[src/nvm_pkg.sv]
package nvm_pkg;
	// register indices, byte address is four times the index
	localparam int IDX_W = 4;
	localparam int IDX_LSB = 2;
	localparam logic [3:0] IDX_COMMAND = 4'h0;
	localparam logic [3:0] IDX_PROTECT = 4'h1;
	localparam logic [3:0] IDX_STATUS = 4'h2;
	localparam logic [3:0] IDX_IRQ_EN = 4'h3;
	localparam logic [3:0] IDX_IRQ_FLAGS = 4'h4;
	localparam logic [3:0] IDX_DATA_LOW = 4'h6;
	localparam logic [3:0] IDX_DATA_HIGH = 4'h7;
	localparam logic [3:0] IDX_ADDR_LOW = 4'h8;
	localparam logic [3:0] IDX_ADDR_HIGH = 4'h9;
	// field positions
	localparam int APP_WP_BIT = 0;
	localparam int BOOT_LOCK_BIT = 1;
	localparam int FLASH_BUSY_BIT = 0;
	localparam int EE_BUSY_BIT = 1;
	localparam int WR_ERR_BIT = 2;
	localparam int EE_READY_BIT = 0;
	localparam int CMD_W = 3;
	// reset values and fills
	localparam logic [7:0] BYTE_RESET = 8'h00;
	localparam logic [15:0] WORD_RESET = 16'h0000;
	localparam logic [7:0] ERASED_BYTE = 8'hFF;
	// timing and bus transfer code
	localparam logic [2:0] KEY_WINDOW_INSTR = 3'h4;
	localparam logic [3:0] PBC_STALL_CYCLES = 4'h7;
	localparam logic [1:0] HTRANS_NONSEQ = 2'h2;
	typedef enum logic [2:0] {
		no_cmd = 3'h0,
		page_write_cmd = 3'h1,
		page_erase_cmd = 3'h2,
		erase_write_page_cmd = 3'h3,
		buffer_clear_cmd = 3'h4,
		full_erase_cmd = 3'h5,
		eeprom_erase_cmd = 3'h6,
		fuse_write_cmd = 3'h7
	} nvm_cmd_t;
	typedef enum logic [1:0] {
		sec_boot = 2'h0,
		sec_app = 2'h1,
		sec_data = 2'h2,
		sec_eeprom = 2'h3
	} section_t;
	typedef enum logic [1:0] {
		st_idle = 2'b00,
		st_busy = 2'b01,
		st_clear = 2'b10
	} seq_state_t;
	// command handed to the arrays
	typedef struct packed {
		logic start;
		nvm_cmd_t cmd;
		logic to_eeprom;
		logic keep_eeprom;
		logic [15:0] addr;
		logic [15:0] data;
	} nvm_req_t;
	// answer from the arrays
	typedef struct packed {
		logic flash_busy;
		logic eeprom_busy;
		logic done;
		logic error;
	} nvm_rsp_t;
	// cpu store into the page buffer
	typedef struct packed {
		logic valid;
		logic [15:0] addr;
		logic [7:0] data;
	} pb_wr_t;
endpackage

[src/nvm_command_register_interface.sv]
`timescale 1ns/1ns
// Overview of operation
// - command field bits 2:0 select none, write, erase, both, clear, chip, eeprom, fuse
// - fuse write is accepted only from the programming debug port
// - chip erase clears flash and eeprom, eeprom kept when save fuse is one
// - boot lock makes boot section reads and fetches return zero
// - boot lock written only from boot code, cleared only by reset
// - boot lock takes effect once execution first leaves boot section
// - app write protect blocks app writes, set only, reset clears
// - write error reads one when the last operation failed
// - eeprom busy reads one while eeprom executes a command
// - flash busy reads one while flash executes a command
// - eeprom ready interrupt is a level of enable and flag
// - ready flag held set while eeprom idle, write one clears it
// - data word low byte at 0x06, high byte at next offset
// - address word at 0x08 holds last updated location, high byte next
// - page buffer cleared after write, erase or erase-write completes
// - buffer clear fills ones and stalls the cpu seven cycles
// - page erase acts only if a buffer byte was written
// - command write from the cpu without valid key leaves register unchanged
module nvm_command_register_interface #(
	parameter int PB_AW = 6,
	parameter logic [15:0] BOOT_END = 16'h0800,
	parameter logic [15:0] APP_END = 16'h8000,
	parameter logic [15:0] EE_BASE = 16'h1400,
	parameter logic [15:0] EE_TOP = 16'h14FF
) (
	input wire logic hclk,
	input wire logic hresetn,
	input wire logic hsel,
	input wire logic [31:0] haddr,
	input wire logic [1:0] htrans,
	input wire logic hwrite,
	input wire logic [2:0] hsize,
	input wire logic [31:0] hwdata,
	input wire logic hready,
	output logic hreadyout,
	output logic hresp,
	output logic [31:0] hrdata,
	input wire logic dbg_master,
	input wire logic key_pulse,
	input wire logic instr_done,
	input wire logic [15:0] cpu_pc,
	input wire logic eeprom_save_fuse,
	input wire nvm_pkg::pb_wr_t pb_wr,
	input wire logic [PB_AW-1:0] pb_rd_idx,
	output logic [7:0] pb_rd_data,
	output logic pb_rd_written,
	input wire logic [15:0] rd_addr,
	input wire logic [15:0] mem_rdata,
	output logic [15:0] rd_data,
	input wire nvm_pkg::nvm_rsp_t nvm_rsp,
	output nvm_pkg::nvm_req_t nvm_req,
	output logic cpu_stall,
	output logic eeprom_ready_irq
);
	import nvm_pkg::*;
	localparam int PAGE_BYTES = 2 ** PB_AW;

	logic [7:0] page_buf [PAGE_BYTES];
	logic [PAGE_BYTES-1:0] pb_written;
	logic pb_any;
	logic pb_mixed;
	section_t pb_section;
	logic dph_write;
	logic dph_dbg;
	logic [IDX_W-1:0] dph_idx;
	logic [2:0] key_left;
	logic [CMD_W-1:0] command;
	logic app_write_protect;
	logic boot_lock_a;
	logic lock_pending;
	logic lock_active;
	logic write_error;
	logic ready_irq_en;
	logic eeprom_ready;
	logic [15:0] data_word;
	logic [15:0] addr_word;
	seq_state_t state;
	logic [3:0] stall_cnt;
	nvm_cmd_t run_cmd;
	logic [7:0] wbyte;
	logic cmd_wr;
	logic cmd_ok;
	logic cmd_go;
	logic cmd_fail;
	logic buf_clear;
	logic in_boot;
	nvm_cmd_t new_cmd;
	section_t target;
	logic [7:0] rd_byte;

	// address to section of the nonvolatile space
	function automatic section_t sec_of(input logic [15:0] a);
		if (a >= EE_BASE && a <= EE_TOP) begin
			sec_of = sec_eeprom;
		end else if (a < BOOT_END) begin
			sec_of = sec_boot;
		end else if (a < APP_END) begin
			sec_of = sec_app;
		end else begin
			sec_of = sec_data;
		end
	endfunction

	// bus never stalls and always answers okay
	assign hreadyout = 1'b1;
	assign hresp = 1'b0;
	assign wbyte = hwdata[7:0];
	assign in_boot = (cpu_pc < BOOT_END);
	assign new_cmd = nvm_cmd_t'(wbyte[CMD_W-1:0]);
	assign target = pb_any ? pb_section : sec_of(addr_word);

	// address phase capture
	always_ff @(posedge hclk or negedge hresetn) begin
		if (!hresetn) begin
			dph_write <= 1'b0;
			dph_dbg <= 1'b0;
			dph_idx <= '0;
		end else if (hready) begin
			dph_write <= hsel && htrans == HTRANS_NONSEQ && hwrite;
			dph_dbg <= dbg_master;
			dph_idx <= haddr[IDX_LSB +: IDX_W];
		end
	end

	// command write decode and acceptance
	assign cmd_wr = dph_write && dph_idx == IDX_COMMAND;
	assign cmd_ok = cmd_wr && (dph_dbg || key_left != 3'h0);
	always_comb begin
		cmd_go = 1'b0;
		cmd_fail = 1'b0;
		if (cmd_ok && state == st_idle) begin
			case (new_cmd)
				page_write_cmd, erase_write_page_cmd: begin
					cmd_fail = pb_mixed ||
						(target == sec_app && app_write_protect);
					cmd_go = !cmd_fail;
				end
				page_erase_cmd: begin
					cmd_fail = target == sec_app && app_write_protect;
					cmd_go = pb_any && !cmd_fail;
				end
				full_erase_cmd, eeprom_erase_cmd: cmd_go = 1'b1;
				fuse_write_cmd: begin
					cmd_fail = !dph_dbg;
					cmd_go = dph_dbg;
				end
				default: cmd_go = 1'b0;
			endcase
		end
	end

	// unlock window counted in retired instructions
	always_ff @(posedge hclk or negedge hresetn) begin
		if (!hresetn) begin
			key_left <= 3'h0;
		end else if (key_pulse) begin
			key_left <= KEY_WINDOW_INSTR;
		end else if (cmd_ok) begin
			key_left <= 3'h0;
		end else if (instr_done && key_left != 3'h0) begin
			key_left <= key_left - 3'h1;
		end
	end

	// command register holds the last accepted code
	always_ff @(posedge hclk or negedge hresetn) begin
		if (!hresetn) begin
			command <= '0;
		end else if (cmd_ok && state == st_idle) begin
			command <= wbyte[CMD_W-1:0];
		end
	end

	// sequencer: launch, wait for arrays, timed buffer clear
	always_ff @(posedge hclk or negedge hresetn) begin
		if (!hresetn) begin
			state <= st_idle;
			stall_cnt <= 4'h0;
			run_cmd <= no_cmd;
		end else begin
			case (state)
				st_idle: begin
					if (cmd_ok && new_cmd == buffer_clear_cmd) begin
						state <= st_clear;
						stall_cnt <= PBC_STALL_CYCLES;
					end else if (cmd_go) begin
						state <= st_busy;
						run_cmd <= new_cmd;
					end
				end
				st_busy: begin
					if (nvm_rsp.done) begin
						state <= st_idle;
					end
				end
				st_clear: begin
					if (stall_cnt == 4'h1) begin
						state <= st_idle;
					end
					stall_cnt <= stall_cnt - 4'h1;
				end
				default: state <= st_idle;
			endcase
		end
	end
	assign cpu_stall = (state == st_clear);

	// request to the arrays, one start pulse per command
	always_ff @(posedge hclk or negedge hresetn) begin
		if (!hresetn) begin
			nvm_req <= '0;
		end else begin
			nvm_req.start <= cmd_go;
			if (cmd_go) begin
				nvm_req.cmd <= new_cmd;
				nvm_req.to_eeprom <= target == sec_eeprom ||
					new_cmd == eeprom_erase_cmd;
				nvm_req.keep_eeprom <= eeprom_save_fuse;
				nvm_req.addr <= addr_word;
				nvm_req.data <= data_word;
			end
		end
	end

	// buffer clear after completed page operations or on command
	assign buf_clear = (state == st_idle && cmd_ok &&
		new_cmd == buffer_clear_cmd) ||
		(state == st_busy && nvm_rsp.done &&
		(run_cmd == page_write_cmd || run_cmd == page_erase_cmd ||
		run_cmd == erase_write_page_cmd));

	// page buffer contents and written marks
	always_ff @(posedge hclk or negedge hresetn) begin
		if (!hresetn) begin
			for (int i = 0; i < PAGE_BYTES; i++) begin
				page_buf[i] <= ERASED_BYTE;
			end
			pb_written <= '0;
		end else if (buf_clear) begin
			for (int i = 0; i < PAGE_BYTES; i++) begin
				page_buf[i] <= ERASED_BYTE;
			end
			pb_written <= '0;
		end else if (pb_wr.valid) begin
			page_buf[pb_wr.addr[PB_AW-1:0]] <= pb_wr.data;
			pb_written[pb_wr.addr[PB_AW-1:0]] <= 1'b1;
		end
	end
	assign pb_any = |pb_written;

	// section of buffered bytes, mixing is an error
	always_ff @(posedge hclk or negedge hresetn) begin
		if (!hresetn) begin
			pb_section <= sec_boot;
			pb_mixed <= 1'b0;
		end else if (buf_clear) begin
			pb_mixed <= 1'b0;
		end else if (pb_wr.valid) begin
			if (!pb_any) begin
				pb_section <= sec_of(pb_wr.addr);
			end else if (sec_of(pb_wr.addr) != pb_section) begin
				pb_mixed <= 1'b1;
			end
		end
	end

	// buffer read port for the arrays
	always_ff @(posedge hclk or negedge hresetn) begin
		if (!hresetn) begin
			pb_rd_data <= BYTE_RESET;
			pb_rd_written <= 1'b0;
		end else begin
			pb_rd_data <= page_buf[pb_rd_idx];
			pb_rd_written <= pb_written[pb_rd_idx];
		end
	end

	// write error reflects the last operation only
	always_ff @(posedge hclk or negedge hresetn) begin
		if (!hresetn) begin
			write_error <= 1'b0;
		end else if (cmd_fail) begin
			write_error <= 1'b1;
		end else if (cmd_go) begin
			write_error <= 1'b0;
		end else if (state == st_busy && nvm_rsp.done) begin
			write_error <= nvm_rsp.error;
		end
	end

	// protection bits, set only, reset clears
	always_ff @(posedge hclk or negedge hresetn) begin
		if (!hresetn) begin
			app_write_protect <= 1'b0;
			boot_lock_a <= 1'b0;
		end else if (dph_write && dph_idx == IDX_PROTECT) begin
			if (wbyte[APP_WP_BIT]) begin
				app_write_protect <= 1'b1;
			end
			if (wbyte[BOOT_LOCK_BIT] && in_boot) begin
				boot_lock_a <= 1'b1;
			end
		end
	end

	// lock arms on write, becomes active when boot is left
	always_ff @(posedge hclk or negedge hresetn) begin
		if (!hresetn) begin
			lock_pending <= 1'b0;
			lock_active <= 1'b0;
		end else begin
			if (boot_lock_a && !lock_active) begin
				lock_pending <= 1'b1;
			end
			if ((lock_pending || boot_lock_a) && !in_boot) begin
				lock_active <= 1'b1;
			end
		end
	end

	// read and fetch gating for the boot section
	always_ff @(posedge hclk or negedge hresetn) begin
		if (!hresetn) begin
			rd_data <= WORD_RESET;
		end else if (lock_active && sec_of(rd_addr) == sec_boot) begin
			rd_data <= WORD_RESET;
		end else begin
			rd_data <= mem_rdata;
		end
	end

	// interrupt enable and ready flag
	always_ff @(posedge hclk or negedge hresetn) begin
		if (!hresetn) begin
			ready_irq_en <= 1'b0;
			eeprom_ready <= 1'b0;
		end else begin
			if (dph_write && dph_idx == IDX_IRQ_EN) begin
				ready_irq_en <= wbyte[EE_READY_BIT];
			end
			if (!nvm_rsp.eeprom_busy) begin
				eeprom_ready <= 1'b1;
			end else if (dph_write && dph_idx == IDX_IRQ_FLAGS &&
				wbyte[EE_READY_BIT]) begin
				eeprom_ready <= 1'b0;
			end
		end
	end
	assign eeprom_ready_irq = ready_irq_en && eeprom_ready;

	// data word, byte halves
	always_ff @(posedge hclk or negedge hresetn) begin
		if (!hresetn) begin
			data_word <= WORD_RESET;
		end else if (dph_write && dph_idx == IDX_DATA_LOW) begin
			data_word[7:0] <= wbyte;
		end else if (dph_write && dph_idx == IDX_DATA_HIGH) begin
			data_word[15:8] <= wbyte;
		end
	end

	// address word, follows buffer stores too
	always_ff @(posedge hclk or negedge hresetn) begin
		if (!hresetn) begin
			addr_word <= WORD_RESET;
		end else if (pb_wr.valid) begin
			addr_word <= pb_wr.addr;
		end else if (dph_write && dph_idx == IDX_ADDR_LOW) begin
			addr_word[7:0] <= wbyte;
		end else if (dph_write && dph_idx == IDX_ADDR_HIGH) begin
			addr_word[15:8] <= wbyte;
		end
	end

	// register read mux
	always_comb begin
		rd_byte = BYTE_RESET;
		case (haddr[IDX_LSB +: IDX_W])
			IDX_COMMAND: rd_byte[CMD_W-1:0] = command;
			IDX_PROTECT: begin
				rd_byte[APP_WP_BIT] = app_write_protect;
				rd_byte[BOOT_LOCK_BIT] = boot_lock_a;
			end
			IDX_STATUS: begin
				rd_byte[FLASH_BUSY_BIT] = nvm_rsp.flash_busy;
				rd_byte[EE_BUSY_BIT] = nvm_rsp.eeprom_busy;
				rd_byte[WR_ERR_BIT] = write_error;
			end
			IDX_IRQ_EN: rd_byte[EE_READY_BIT] = ready_irq_en;
			IDX_IRQ_FLAGS: rd_byte[EE_READY_BIT] = eeprom_ready;
			IDX_DATA_LOW: rd_byte = data_word[7:0];
			IDX_DATA_HIGH: rd_byte = data_word[15:8];
			IDX_ADDR_LOW: rd_byte = addr_word[7:0];
			IDX_ADDR_HIGH: rd_byte = addr_word[15:8];
			default: rd_byte = BYTE_RESET;
		endcase
	end

	// read data registered at the address phase
	always_ff @(posedge hclk or negedge hresetn) begin
		if (!hresetn) begin
			hrdata <= '0;
		end else if (hready && hsel && htrans == HTRANS_NONSEQ && !hwrite) begin
			hrdata <= {24'h000000, rd_byte};
		end
	end
endmodule

[config.mk]
export PLATFORM = sky130hd
export DESIGN_NAME = nvm_command_register_interface
export DESIGN_NICKNAME = d
export VERILOG_FILES = /design/src/nvm_pkg.sv /design/src/nvm_command_register_interface.sv
export SDC_FILE = /design/constraint.sdc
export NUM_CORES = 2
export LEC_CHECK = 0
export BUFFER_PORTS_ARGS = -buffer_cell sky130_fd_sc_hd__buf_4
export CORE_MARGIN = 4
export CORE_UTILIZATION = 47
export CTS_BUF_LIST = sky130_fd_sc_hd__clkbuf_16
export CTS_CLUSTER_SIZE = 25
export DETAILED_ROUTE_END_ITERATION = 6
export PLACE_DENSITY_LB_ADDON = 0.3
export RECOVER_POWER = 100
export SETUP_SLACK_MARGIN = 0.15
export SYNTH_ARGS = -nofsm -noshare
export SYNTH_HDL_FRONTEND = slang
export SYNTH_SLANG_ARGS = --single-unit
[constraint.sdc]
create_clock -name hclk -period 3.19 [get_ports hclk]
set_input_delay 0.638 -clock hclk [delete_from_list [all_inputs] [get_ports hclk]]
set_output_delay 0.638 -clock hclk [all_outputs]
set_load 0.01 [all_outputs]
==> metrics.md <==
| Metric | Value |
|---|---|
| Number of max-cap violations | 1 |
| Rel. slew slack | -0.356 |
| Distinct cells, synth | between 60 and 70 |
| Synth top area cells | dfstp_2, dfrtp_1, nand2_1 |
| Wire length per cell | approximately 22 um |
| Pin count of the biggest net entering global routing | 134 |
| Setup Buffers After CTS | 0 |
| Post-Syn Instances | 3316 |
| CP max FO | 21 |
| Vias | about 26000 |
| Hpwl dp | ~65000 um |
| Most frequent cells in the layout | nand2_1, nand3_1, dfstp_2, dfrtp_1, buf_4 |
| DRC errors left | 1 |
| Fraction of registers with async set/reset | 1.00 |
| Grt total ovfl | 0 |
| Layout cells sized above 1 | 0.288 |
| TritonCTS buffer count | 76 |
| Grt met2 use | 0.406 |
| Global router's overall resource usage | 0.252 |
| Status | complete, but fails checks |
| Fin Clk Skew | around 0.022 ns |
| Maximum clock frequency | around 0.35 GHz |
| Mapped Avg Cell Area | ~10 um2 |
| Worst vdd ir | roughly 0.47 mV |
| Worst-path clk slew | about 0.060 ns |
| Worst path arrival time | 3.37 ns |
| Hold Slack | 0.176 ns |
| Clk buf depth | 3 |
| Final setup fails | 0 |
| Final period utilization | 0.899 |
| Crit Path Category | input port to register |
| # IOs | between 200 and 300 |
| Sequential area share after synthesis | 0.543 |
| Initial antenna violation count | 1 |
| Die Area | around 0.076 mm2 |
| Post-synthesis register bit count | roughly 700 |
| Slew @ Worst Pin | ~2 ns |
| Min Clock Period, post-route | around 2.9 ns |
| Root Driver | clkbuf_16 |
| Nets | roughly 3600 |
| Core box area | ~0.071 mm2 |
| Number of hold violations in the final report | 0 |
| H-tree levels | 3 |
| Routed wire length | roughly 98000 um |
| Met1 Usage GRT | 0.349 |
| CTS tree | yes |
| Initial DRC count | between 2000 and 2500 |
| Vias in the first global route | approximately 27000 |
| Power density over cell area | 633 mW/mm2 |
| Pleak | between 15 and 20 nW |
| Met3 Usage GRT | 0.0416 |
| Synth warn | 0 |
| Failing checks | DRC, capacitance limit, slew limit |
| Post-synth top area cell | dfstp_2 |
| Die W | between 200 and 300 um |
| First-pass GRT wire length | ~160000 um |
| Height of the die | between 200 and 300 um |
| Starting density of the core | 0.474 |
| Finished Core Util | 0.536 |
| Grt peak-use layer | met2 |
| ANT nets after route | 0 |
| Netlist area before placement | 0.0339 mm2 |
| Final Non-Filler Cells | around 4500 |
| RSZ-0062 raised after global routing | false |
| Worst Setup Start Kind | input port |
| Most common cell after layout, fill and taps aside | nand2_1 |
| Kind of end point of the critical path | register |
| Via/cell ratio | 5.85 |
| Post-Place Cells | around 4300 |
| Primary FF master, synth | dfstp_2 |
| CP required | 3.69 ns |
| P&R area growth vs syn | 13.2% |
| Cts hold-fix bufs | 0 |
| Final slew viol count | 80 |
| Top-area cell type share of the netlist area | 0.397 |
| Hold crit path type | input port to register |
| CTS sink cnt | 710 |
| GPL Wtd Cong | 0.952 |
| Final instance area | around 0.038 mm2 |
| Area post-placement | 0.0365 mm2 |
| Post-cts resize count | 0 |
| DR pass1 iterations | 7 |
| Setup_tns | 0 ns |
| EDFF count, synth | 0 |
| Clk Latency, worst-skew pair | approximately 0.63 ns |
| # rows | 98 |
| Port Buffers | roughly 160 |
==> logic make-up (layout without fill, tap and decap cells) <==
| logic type | count (synthesis) | after routing | synth area share |
|---|---|---|---|
| buf+inv | 247 | 439 | 0.0359 |
| mux | 247 | 247 | 0.133 |
| simple gates | 1864 | 1864 | 0.236 |
| compound gates | 241 | 241 | 0.0494 |
| flops | 710 | 710 | 0.543 |
| fa+ha+maj | 4 | 4 | 0.00148 |
| xor+xnor | 1 | 1 | 0.000259 |
| other cells | 2 | 27 | 0.000222 |
==> critical path, cell delays in order <==
cell      delay (ns)
buf_8           0.21
clkbuf_2        0.75
mux4_2          0.64
a22oi_1         0.32
a21oi_1         0.21
or4_1           0.56
==> synth_stat cells (20+ instances only) <==
| library cell | n |
|---|---|
| nand3_1 | 521 |
| dfstp_2 | 512 |
| clkbuf_1 | 120 |
| buf_1 | 22 |
| buf_2 | 56 |
| a22oi_1 | 74 |
| buf_4 | 28 |
| nand2_1 | 1127 |
| mux2_4 | 38 |
| a21oi_1 | 44 |
| mux4_2 | 144 |
| o21a_1 | 71 |
| mux2_2 | 30 |
| mux2i_1 | 35 |
| nor2_1 | 98 |
| dfrtp_1 | 198 |
| o21ai_0 | 24 |
| and2_1 | 20 |
==> power by group <==
group	internal, mW	leakage (nW)	switching, mW	total (mW)
Sequential	11.2	7.85	0.909	12.1
Clock	5.00	1.27	3.81	8.81
Combinational	1.64	7.71	1.74	3.38
==> per-layer routing <==
layer / vias to the layer above / part of all wire
met1: 13311 / 0.42
li1: 11685 / -
met4: 0 / 0.036
met5: - / 0
met2: 1006 / 0.48
met3: 212 / 0.072
==> path summary, 6_finish.rpt <==
check | cells after the start | slack [ns] | startpoint | endpoint
max | 6 | 0.32 | pb_rd_idx[0] | pb_rd_data[0]
min | 2 | 0.18 | nvm_rsp[2] | eeprom_ready
max reg2reg | 8 | 0.36 | dph_idx[3] | run_cmd[0]
min reg2reg | 2 | 0.48 | page_buf[503] | page_buf[503]
max in group asynchronous | 2 | 0.55 | hresetn | rd_data[10]
min in group asynchronous | 1 | 1.27 | hresetn | page_buf[296]
==> state kept, by name, summed over array words and instances (netlist names), 3 cells and up <==
signal and count:
page_buf 512, pb_written 64, nvm_req 38, addr_word 16, data_word 16, rd_data 16
hrdata 8, pb_rd_data 8, dph_idx 4, stall_cnt 4, command 3, key_left 3
run_cmd 3
==> cell type report <==
| type | instances | area [um2] |
|---|---|---|
| diodes | 1 | 2.50 |
| repair buffers | 290 | 2010 |
| inverters | 11 | 41.3 |
| multi-input cells | 2383 | 14200 |
| clock buffers | 77 | 1930 |
| well taps | 950 | 1190 |
| fillers | 6336 | 33200 |
| flip-flops and latches | 710 | 18400 |
| clock inverters | 61 | 528 |
==> through the flow <==
step / power (mW) / setup slack [ns]
after floorplan: 14.3 / 0.342
after global placement: 15.5 / 0.279
after detailed placement: 15.6 / 0.281
after CTS: 24.5 / 0.369
after global routing: 25.3 / 0.130
final: 24.3 / 0.322
(Power assumes the default switching activity.)
